==> src/verilog/usc_pkg.sv <==
// Shared constants and bus carrier for the serial port control block
package usc_pkg;
   localparam logic [7:0] SFR_PAGE = 8'h10;
   localparam logic [7:0] ADDR_CTL = 8'h98;
   localparam logic [7:0] ADDR_BUF = 8'h99;
   localparam logic [7:0] CTL_RESET = 8'h40;
   localparam logic [7:0] BUF_RESET = 8'h00;
   localparam logic [7:0] RD_UNMAPPED = 8'h00;
   localparam int BIT_MODE = 7;
   localparam int BIT_ONE = 6;
   localparam int BIT_FILT = 5;
   localparam int BIT_REN = 4;
   localparam int BIT_TB8 = 3;
   localparam int BIT_RB8 = 2;
   localparam int BIT_TI = 1;
   localparam int BIT_RI = 0;
   localparam logic [2:0] IDX_ONE = 3'h6;
   localparam logic [2:0] LAST_DATA_BIT = 3'h7;
   localparam logic [7:0] TMR_TOP = 8'hff;
   localparam int TX_FIFO_DEPTH = 4;
   localparam int DATA_W = 8;

   // One special-function register access, byte or single bit
   typedef struct packed {
      logic wr;
      logic rd;
      logic bit_wr;
      logic [2:0] bit_idx;
      logic bit_val;
      logic [7:0] page;
      logic [7:0] addr;
      logic [7:0] wdata;
   } usc_sfr_req_s;
endpackage

==> src/verilog/usc_baud_timer.sv <==
// Reloading 8-bit bit timer; overflows halved into one pulse per bit
`timescale 1ns/1ns
module usc_baud_timer (
   input wire logic i_clk, // System clock
   input wire logic i_rst_n, // Async reset, active low
   input wire logic i_tick, // Timer clock enable pulse
   input wire logic [7:0] i_reload, // Reload value
   input wire logic i_restart, // Force reload and phase
   output logic o_bit_tick // One pulse per bit time
);
   logic [7:0] cnt_r, cnt_nxt;
   logic half_r, half_nxt;
   logic tick_r, tick_nxt;

   // Restart clears phase so the first overflow lands mid start bit
   always_comb
   begin
      cnt_nxt = cnt_r;
      half_nxt = half_r;
      tick_nxt = 1'b0;
      if (i_restart)
      begin
         cnt_nxt = i_reload;
         half_nxt = 1'b0;
      end
      else if (i_tick)
      begin
         if (cnt_r == usc_pkg::TMR_TOP)
         begin
            cnt_nxt = i_reload;
            half_nxt = ~half_r;
            tick_nxt = ~half_r;
         end
         else
            cnt_nxt = cnt_r + 8'h01;
      end
   end

   // Registers only
   always_ff @(posedge i_clk or negedge i_rst_n)
   begin
      if (!i_rst_n)
      begin
         cnt_r <= 8'h00;
         half_r <= 1'b0;
         tick_r <= 1'b0;
      end
      else
      begin
         cnt_r <= cnt_nxt;
         half_r <= half_nxt;
         tick_r <= tick_nxt;
      end
   end

   assign o_bit_tick = tick_r;
endmodule

==> src/verilog/usc_fifo.sv <==
// Small synchronous FIFO with registered full and empty flags
`timescale 1ns/1ns
module usc_fifo #(
   parameter int W = 8,
   parameter int DEPTH = 4
) (
   input wire logic i_clk, // System clock
   input wire logic i_rst_n, // Async reset, active low
   input wire logic i_in_valid, // Write request
   output logic o_in_ready, // Not full
   input wire logic [W-1:0] i_in_data, // Write data
   output logic o_out_valid, // Not empty
   input wire logic i_out_ready, // Read request
   output logic [W-1:0] o_out_data // Head word
);
   localparam int AW = $clog2(DEPTH);
   if (DEPTH < 2 || (1 << AW) != DEPTH)
      $error("usc_fifo: DEPTH must be a power of two, at least 2");

   logic [W-1:0] mem [DEPTH];
   logic [AW-1:0] wp_r, wp_nxt, rp_r, rp_nxt;
   logic [AW:0] cnt_r, cnt_nxt;
   logic nf_r, nf_nxt, ne_r, ne_nxt;
   logic push, pop;

   // Pointer and flag update; flags registered to keep ports clean
   always_comb
   begin
      push = i_in_valid & nf_r;
      pop = i_out_ready & ne_r;
      wp_nxt = push ? wp_r + 1'b1 : wp_r;
      rp_nxt = pop ? rp_r + 1'b1 : rp_r;
      cnt_nxt = cnt_r + (AW+1)'(push) - (AW+1)'(pop);
      nf_nxt = cnt_nxt != (AW+1)'(DEPTH);
      ne_nxt = cnt_nxt != '0;
   end

   always_ff @(posedge i_clk or negedge i_rst_n)
   begin
      if (!i_rst_n)
      begin
         wp_r <= '0;
         rp_r <= '0;
         cnt_r <= '0;
         nf_r <= 1'b1;
         ne_r <= 1'b0;
      end
      else
      begin
         wp_r <= wp_nxt;
         rp_r <= rp_nxt;
         cnt_r <= cnt_nxt;
         nf_r <= nf_nxt;
         ne_r <= ne_nxt;
      end
   end

   // Storage needs no reset
   always_ff @(posedge i_clk)
   begin
      if (push)
         mem[wp_r] <= i_in_data;
   end

   assign o_in_ready = nf_r;
   assign o_out_valid = ne_r;
   assign o_out_data = mem[rp_r];
endmodule

==> src/verilog/usc_top.sv <==
// Second serial port: control register, framing, filtering and flags
// Summary of operation
// - Control bit 7 picks 8-bit (0) or 9-bit (1) framing.
// - Control bit 6 always reads one; writes to it are ignored.
// - 8-bit mode with filter set: receive-done only when stop bit is one.
// - 9-bit mode with filter set: receive-done only when ninth bit is one.
// - Receive enable zero blocks reception; one lets frames in.
// - 9-bit mode sends the live ninth-transmit bit; 8-bit mode ignores it.
// - Accepted frame stores stop bit (8-bit) or ninth bit (9-bit).
// - Transmit-done sets at the start of the stop bit.
// - Receive-done sets when the stop bit is sampled, after filtering.
// - Either done flag requests the port interrupt when enabled.
// - Control register at 0x98 page 0x10, byte and single-bit access.
// - Frame is start, eight data bits LSB first, optional ninth, stop.
// - Writing the data buffer queues that byte for sending; writes while full are dropped.
// - Frame is loaded only while receive-done is clear.
// - Bit rate is timer overflow over two; start reloads receive timer.
`timescale 1ns/1ns
module usc_top (
   input wire logic i_clk, // System clock, 250 MHz
   input wire logic i_rst_n, // Async reset, active low
   input wire usc_pkg::usc_sfr_req_s i_sfr, // Register access request
   output logic [7:0] o_sfr_rdata, // Read data, one cycle after rd
   output logic o_txbuf_ready, // Transmit buffer has room
   input wire logic i_tmr_tick, // Baud timer clock enable
   input wire logic [7:0] i_tmr_reload, // Baud timer reload value
   input wire logic i_irq_enable, // Port interrupt enable
   output logic o_irq, // Interrupt request
   input wire logic i_rxd, // Receive pin, asynchronous
   output logic o_txd // Transmit pin
);
   typedef enum logic [2:0] {ST_IDLE, ST_START, ST_DATA, ST_NINTH, ST_STOP} usc_state_e;

   logic [7:0] ctl_r, ctl_nxt;
   logic [7:0] rdata_r, rdata_nxt;
   logic irq_r, irq_nxt;
   logic [7:0] rxbuf_r, rxbuf_nxt;
   usc_state_e tx_st_r, tx_st_nxt, rx_st_r, rx_st_nxt;
   logic [7:0] tx_sh_r, tx_sh_nxt, rx_sh_r, rx_sh_nxt;
   logic [2:0] tx_cnt_r, tx_cnt_nxt, rx_cnt_r, rx_cnt_nxt;
   logic txd_r, txd_nxt;
   logic rx_ninth_r, rx_ninth_nxt;
   logic rxd_s1_r, rxd_s2_r, rxd_d_r;
   logic tx_tick, rx_tick, rx_go, ti_set, rx_accept, rx_stop_seen, rx_rb;
   logic fifo_push, fifo_ready, fifo_valid, fifo_pop;
   logic [7:0] fifo_data;
   logic ctl_sel, buf_sel;

   // Address decode, page must match
   function automatic logic hit(input usc_pkg::usc_sfr_req_s r, input logic [7:0] a);
      hit = (r.page == usc_pkg::SFR_PAGE) && (r.addr == a);
   endfunction

   always_comb
   begin
      ctl_sel = hit(i_sfr, usc_pkg::ADDR_CTL);
      buf_sel = hit(i_sfr, usc_pkg::ADDR_BUF);
      fifo_push = i_sfr.wr & buf_sel;
   end

   // Transmit bytes wait here; writes while full are dropped
   usc_fifo #(.W(usc_pkg::DATA_W), .DEPTH(usc_pkg::TX_FIFO_DEPTH)) u_txq (
      .i_clk(i_clk),
      .i_rst_n(i_rst_n),
      .i_in_valid(fifo_push),
      .o_in_ready(fifo_ready),
      .i_in_data(i_sfr.wdata),
      .o_out_valid(fifo_valid),
      .i_out_ready(fifo_pop),
      .o_out_data(fifo_data)
   );

   // Free-running transmit bit timer
   usc_baud_timer u_tx_tmr (
      .i_clk(i_clk),
      .i_rst_n(i_rst_n),
      .i_tick(i_tmr_tick),
      .i_reload(i_tmr_reload),
      .i_restart(1'b0),
      .o_bit_tick(tx_tick)
   );

   // Receive copy, realigned by each start edge seen while idle with receive enabled
   usc_baud_timer u_rx_tmr (
      .i_clk(i_clk),
      .i_rst_n(i_rst_n),
      .i_tick(i_tmr_tick),
      .i_reload(i_tmr_reload),
      .i_restart(rx_go),
      .o_bit_tick(rx_tick)
   );

   // Transmitter; states advance on bit ticks, the data state holds for all eight bits
   always_comb
   begin
      tx_st_nxt = tx_st_r;
      tx_sh_nxt = tx_sh_r;
      tx_cnt_nxt = tx_cnt_r;
      txd_nxt = txd_r;
      ti_set = 1'b0;
      fifo_pop = (tx_st_r == ST_IDLE) & tx_tick & fifo_valid;
      if (tx_tick)
      begin
         case (tx_st_r)
            ST_IDLE:
               if (fifo_valid)
               begin
                  tx_sh_nxt = fifo_data;
                  txd_nxt = 1'b0;
                  tx_st_nxt = ST_START;
               end
            ST_START:
            begin
               txd_nxt = tx_sh_r[0];
               tx_sh_nxt = tx_sh_r >> 1;
               tx_cnt_nxt = 3'h0;
               tx_st_nxt = ST_DATA;
            end
            ST_DATA:
               if (tx_cnt_r != usc_pkg::LAST_DATA_BIT)
               begin
                  txd_nxt = tx_sh_r[0];
                  tx_sh_nxt = tx_sh_r >> 1;
                  tx_cnt_nxt = tx_cnt_r + 3'h1;
               end
               else if (ctl_r[usc_pkg::BIT_MODE])
               begin
                  txd_nxt = ctl_r[usc_pkg::BIT_TB8];
                  tx_st_nxt = ST_NINTH;
               end
               else
               begin
                  txd_nxt = 1'b1;
                  ti_set = 1'b1;
                  tx_st_nxt = ST_STOP;
               end
            ST_NINTH:
            begin
               txd_nxt = 1'b1;
               ti_set = 1'b1;
               tx_st_nxt = ST_STOP;
            end
            default:
               tx_st_nxt = ST_IDLE;
         endcase
      end
      else if (tx_st_r == ST_NINTH)
         txd_nxt = ctl_r[usc_pkg::BIT_TB8];
   end

   // Receiver; samples land mid-bit after the start reload
   always_comb
   begin
      rx_st_nxt = rx_st_r;
      rx_sh_nxt = rx_sh_r;
      rx_cnt_nxt = rx_cnt_r;
      rx_ninth_nxt = rx_ninth_r;
      rx_stop_seen = 1'b0;
      rx_go = (rx_st_r == ST_IDLE) & ctl_r[usc_pkg::BIT_REN] & rxd_d_r & ~rxd_s2_r;
      if (rx_go)
         rx_st_nxt = ST_START;
      else if (rx_tick)
      begin
         case (rx_st_r)
            ST_START:
            begin
               rx_cnt_nxt = 3'h0;
               rx_st_nxt = rxd_s2_r ? ST_IDLE : ST_DATA; // False start dropped
            end
            ST_DATA:
            begin
               rx_sh_nxt = {rxd_s2_r, rx_sh_r[7:1]};
               rx_cnt_nxt = rx_cnt_r + 3'h1;
               if (rx_cnt_r == usc_pkg::LAST_DATA_BIT)
                  rx_st_nxt = ctl_r[usc_pkg::BIT_MODE] ? ST_NINTH : ST_STOP;
            end
            ST_NINTH:
            begin
               rx_ninth_nxt = rxd_s2_r;
               rx_st_nxt = ST_STOP;
            end
            ST_STOP:
            begin
               rx_stop_seen = 1'b1;
               rx_st_nxt = ST_IDLE;
            end
            default:
               rx_st_nxt = ST_IDLE;
         endcase
      end
      // Captured bit: stop level in 8-bit mode, ninth bit in 9-bit mode
      rx_rb = ctl_r[usc_pkg::BIT_MODE] ? rx_ninth_r : rxd_s2_r;
      // Filter reuses the captured bit; a set receive-done flag blocks the next frame
      rx_accept = rx_stop_seen & ~ctl_r[usc_pkg::BIT_RI]
         & (~ctl_r[usc_pkg::BIT_FILT] | rx_rb);
   end

   // Control register: software first, hardware sets applied last
   always_comb
   begin
      ctl_nxt = ctl_r;
      rxbuf_nxt = rxbuf_r;
      if (i_sfr.wr & ctl_sel)
         ctl_nxt = i_sfr.wdata;
      else if (i_sfr.bit_wr & ctl_sel & (i_sfr.bit_idx != usc_pkg::IDX_ONE))
         ctl_nxt[i_sfr.bit_idx] = i_sfr.bit_val;
      ctl_nxt[usc_pkg::BIT_ONE] = 1'b1;
      if (ti_set)
         ctl_nxt[usc_pkg::BIT_TI] = 1'b1;
      if (rx_accept)
      begin
         rxbuf_nxt = rx_sh_r;
         ctl_nxt[usc_pkg::BIT_RB8] = rx_rb;
         ctl_nxt[usc_pkg::BIT_RI] = 1'b1;
      end
      // Flags are only cleared by the writes above, never on service
      irq_nxt = i_irq_enable & (ctl_r[usc_pkg::BIT_TI] | ctl_r[usc_pkg::BIT_RI]);
      rdata_nxt = rdata_r;
      if (i_sfr.rd)
      begin
         if (ctl_sel)
            rdata_nxt = ctl_r | usc_pkg::CTL_RESET;
         else if (buf_sel)
            rdata_nxt = rxbuf_r;
         else
            rdata_nxt = usc_pkg::RD_UNMAPPED;
      end
   end

   // All registers; receive pin passes two flops before use
   always_ff @(posedge i_clk or negedge i_rst_n)
   begin
      if (!i_rst_n)
      begin
         ctl_r <= usc_pkg::CTL_RESET;
         rxbuf_r <= usc_pkg::BUF_RESET;
         rdata_r <= 8'h00;
         irq_r <= 1'b0;
         tx_st_r <= ST_IDLE;
         tx_sh_r <= 8'h00;
         tx_cnt_r <= 3'h0;
         txd_r <= 1'b1;
         rx_st_r <= ST_IDLE;
         rx_sh_r <= 8'h00;
         rx_cnt_r <= 3'h0;
         rx_ninth_r <= 1'b0;
         rxd_s1_r <= 1'b1;
         rxd_s2_r <= 1'b1;
         rxd_d_r <= 1'b1;
      end
      else
      begin
         ctl_r <= ctl_nxt;
         rxbuf_r <= rxbuf_nxt;
         rdata_r <= rdata_nxt;
         irq_r <= irq_nxt;
         tx_st_r <= tx_st_nxt;
         tx_sh_r <= tx_sh_nxt;
         tx_cnt_r <= tx_cnt_nxt;
         txd_r <= txd_nxt;
         rx_st_r <= rx_st_nxt;
         rx_sh_r <= rx_sh_nxt;
         rx_cnt_r <= rx_cnt_nxt;
         rx_ninth_r <= rx_ninth_nxt;
         rxd_s1_r <= i_rxd;
         rxd_s2_r <= rxd_s1_r;
         rxd_d_r <= rxd_s2_r;
      end
   end

   assign o_sfr_rdata = rdata_r;
   assign o_irq = irq_r;
   assign o_txd = txd_r;
   assign o_txbuf_ready = fifo_ready;
endmodule
==> config.mk <==
export PLATFORM = sky130hd
export DESIGN_NAME = usc_top
export DESIGN_NICKNAME = d
export VERILOG_FILES = /design/src/verilog/usc_pkg.sv /design/src/verilog/usc_baud_timer.sv /design/src/verilog/usc_fifo.sv /design/src/verilog/usc_top.sv
export SDC_FILE = /design/constraint.sdc
export NUM_CORES = 1
export LEC_CHECK = 0
export BUFFER_PORTS_ARGS = -buffer_cell sky130_fd_sc_hd__buf_2
export CORE_MARGIN = 2
export CORE_UTILIZATION = 64
export CTS_CLUSTER_SIZE = 24
export DETAILED_ROUTE_END_ITERATION = 7
export GPL_TIMING_DRIVEN = 0
export HOLD_SLACK_MARGIN = 0.03
export PLACE_DENSITY = 0.85
export SETUP_SLACK_MARGIN = 0.02
export SLEW_MARGIN = 20
export SYNTH_ARGS = -nofsm -noshare
export SYNTH_HDL_FRONTEND = slang
export SYNTH_SLANG_ARGS = --single-unit
==> constraint.sdc <==
create_clock -name i_clk -period 3.8 [get_ports i_clk]
set_input_delay 0.19 -clock i_clk [delete_from_list [all_inputs] [get_ports i_clk]]
set_output_delay 0.19 -clock i_clk [all_outputs]
set_load 0.02 [all_outputs]
==> flow_summary.yaml <==
yosys:
  seq_area_frac_synth_pct: 55.3
  syn_nets: 540
  synth_warnings: 0
  synthCells: 483
  synth_cell_type_count: 56
  synthArstFlopShare_pct: 72.9
  netlist.area_leader.share_pct: 35.9
  synth_edf_count: 32
  synth_area_leader_cell: "dfrtp_1"
  synth_flop_cell: "dfrtp_1"
  syn_area_per_cell_um2: 11.7
  ys_seq_elements: 118
  yosys-top-cells-area: "dfrtp_1 (36%), edfxtp_1 (17%), mux2_2 (4.2%)"
  synth_area_mm2: 0.00564
cells_and_area:
  antenna_cells: 0
  drive_gt1_share_pct: 24.1
  final_common_cell: "dfrtp_1"
  final_cell_mix: "dfrtp_1 (81), buf_2 (57), nand2_1 (43), o21ai_0 (34), edfxtp_1 (32)"
  fill_cells: 484
  syn_to_final_growth_pct: 21.3
  final_cells: 697
  nets: 633
sta:
  worstMarginPinSlew_ps: 617
  post-route-period-util_pct: 73.0
  drv_slew: 0
  fin_setup_tns_ps: 0
  setup_ws_ps: 1020
  fmax_ghz: 0.360
  relSlewSlack_pct: 58.7
  final-setup-viol-count: 0
  clock_skew_ps: 10.7
  fin_crit_ps: 2780
  rsz0062_at_grt: "no"
  final_hold_viol_count: 0
cts:
  numCtsBuffers: 17
  cts_tree: "yes"
  worstSkewPairLatency_ps: 520
  clk_path_buf_depth: 2
  root_buffer: "clkbuf_8"
  cts_setup_buffers: 0
  cts_hold_buf: 20
  path_clk_slew_ps: 50
  post_cts_resized: 0
  htree_levels: 4
  cts.sinks: 118
setup_path:
  crit_fanout: 8
  setup.worst_path.start_class: "flop"
  max_stage_delay_ps: 440
  cpMaxStageDelayCell: "nor2b_1"
  worstSetupEndpointType: "flop"
  cp_cell_sequence: "clkbuf_1, nor2b_1, and3_1, ha_1, inv_1, ha_1, fa_1, xor2_1, xnor2_1, nand2b_1"
  cp.arrival_ps: 3180
  critPathMostFrequentCell: "ha_1"
  criticalPathCategory: "flop to flop"
  cp_data_required_time_ps: 4200
die:
  core_region_area_mm2: 0.00864
  row_count: 34
  die_area_mm2: 0.00958
  die_w_um: 97.9
  ioPinCount: 55
  die_y_um: 97.9
  initial_core_util_pct: 65.3
grt:
  grt_max_degree: 56
  antenna_found_initial: 0
  overflow: 0
  grt_use_total_pct: 29.9
  grt_pass1_wl_um: 22200
  first_global_vias: 4460
place:
  port_buffers: 53
  pre_cts_ws_ps: 1170
  dp_hpwl_um: 8430
  placed_cells: 645
  place.gp.congestion: 0.902
drt:
  drt_wl_total_um: 13100
  drc: 0
  ant_nets: 0
  vias: 4270
  drt_iter0_drc: 385
  drtPass1Iterations: 5
  viasPerCell: 6.13
  wl_per_cell_um: 18.8
power_and_ir_drop:
  total_power_uw: 3440
  ir_worst_vdd_v: 0.000357
  powerDensity_mw_per_mm2: 503
  power.leakage_uw: 0.00293
status:
  status: "complete, no violations"
min_path:
  hold_class: "input pin to flop"
job:
  max_cap_violations: 0
## critical path: cells and delay by family (launching register included)
kind,cells,cell delay [ps]
and+or+nand+nor,3,940
adders and majority gates,3,740
DFF,1,380
xor gates and xnor gates,2,310
buffers and inverters,2,280
## worst paths after layout
kind                             from                 to  slack [ps]  cells past startpoint
min reg2reg                  rxd_s1_r           rxd_s2_r         350                      0
min                        i_tmr_tick  u_rx_tmr.cnt_r[5]          40                      3
min in group asynchronous     i_rst_n      u_txq.wp_r[0]         160                      2
max                        tx_st_r[2]  u_txq.o_out_valid        1020                     10
max in group asynchronous     i_rst_n   u_txq.o_in_ready        2970                      3
max reg2reg                tx_st_r[2]  u_txq.o_out_valid        1020                     10
## flip-flops by register name, summed over array words and instances, names as in the netlist, 2 cells and up
register,cells
u_txq.mem,32
o_sfr_rdata,8
rx_sh_r,8
rxbuf_r,8
tx_sh_r,8
u_rx_tmr.cnt_r,8
u_tx_tmr.cnt_r,8
ctl_r,7
rx_cnt_r,3
rx_st_r,3
tx_cnt_r,3
tx_st_r,3
u_txq.cnt_r,3
u_txq.rp_r,2
u_txq.wp_r,2
## report_power, final
group / internal, µW / total (µW) / leakage [µW] / switching, µW
logic: 170 / 402 / 0.00127 / 232
clock network: 983 / 1530 / 0.000281 / 548
registers: 1400 / 1500 / 0.00138 / 102
total: 2560 / 3440 / 0.00293 / 881
## metal layers
metal  GRT usage [%]  share of wire (%)  vias up
li1                -                  -     1980
met1            36.4                 39     2079
met2            51.1                 53      176
met3            6.80                5.4       35
met4            13.4                2.6        0
met5               0                  0        -
## metrics by stage
step                      cell area (µm²)  util, %  hold slack (ps)
after floorplan                      5640        -             -106
after global routing                 6840     79.2             50.6
after detailed placement             6070     70.3              161
after CTS                            6840     79.2             31.1
final                                6840     79.2             44.4
after global placement               6040     69.9              296
## area by class of cell
cell class / instances / area, µm² / share of cell area [%]
Buffer: 16 / 75.1 / 1.10
Timing Repair Buffer: 74 / 495 / 7.24
Multi-Input combinational cell: 328 / 2370 / 34.6
Inverter: 21 / 78.8 / 1.15
Clock inverter: 9 / 101 / 1.48
Sequential cell: 118 / 3120 / 45.6
Tap cell: 108 / 135 / 1.98
Clock buffer: 23 / 468 / 6.84
## cells in the mapped netlist (4+ instances only)
library cell  count
and3_1            8
dfrtp_1          81
nor4b_4           4
dfstp_2           5
and2_1            4
o22ai_1           5
mux2i_1          18
a21oi_1          24
nor3b_1           4
nand3_1          17
edfxtp_1         32
mux4_2            8
o21ai_0          34
ha_1             12
buf_2             5
nor3_1           14
nand2b_1          4
mux2_2           21
nand2_1          43
nand4_1           8
inv_1            21
nor2_2            5
clkbuf_1          7
nor2b_1           7
nor2_1           28
xnor2_1           5
and4_1            4
a31oi_1           5
a22oi_1          13
## cell families after synthesis
family / count (synthesis) / share of synthesized area [%]
mux: 48 / 10.8
xor+xnor: 8 / 1.24
compound gates: 94 / 9.87
simple gates: 165 / 17.0
flops: 118 / 55.3
fa+ha+maj: 13 / 3.02
buf+inv: 37 / 2.73
No activity file was read; power rests on OpenSTA's default activity.
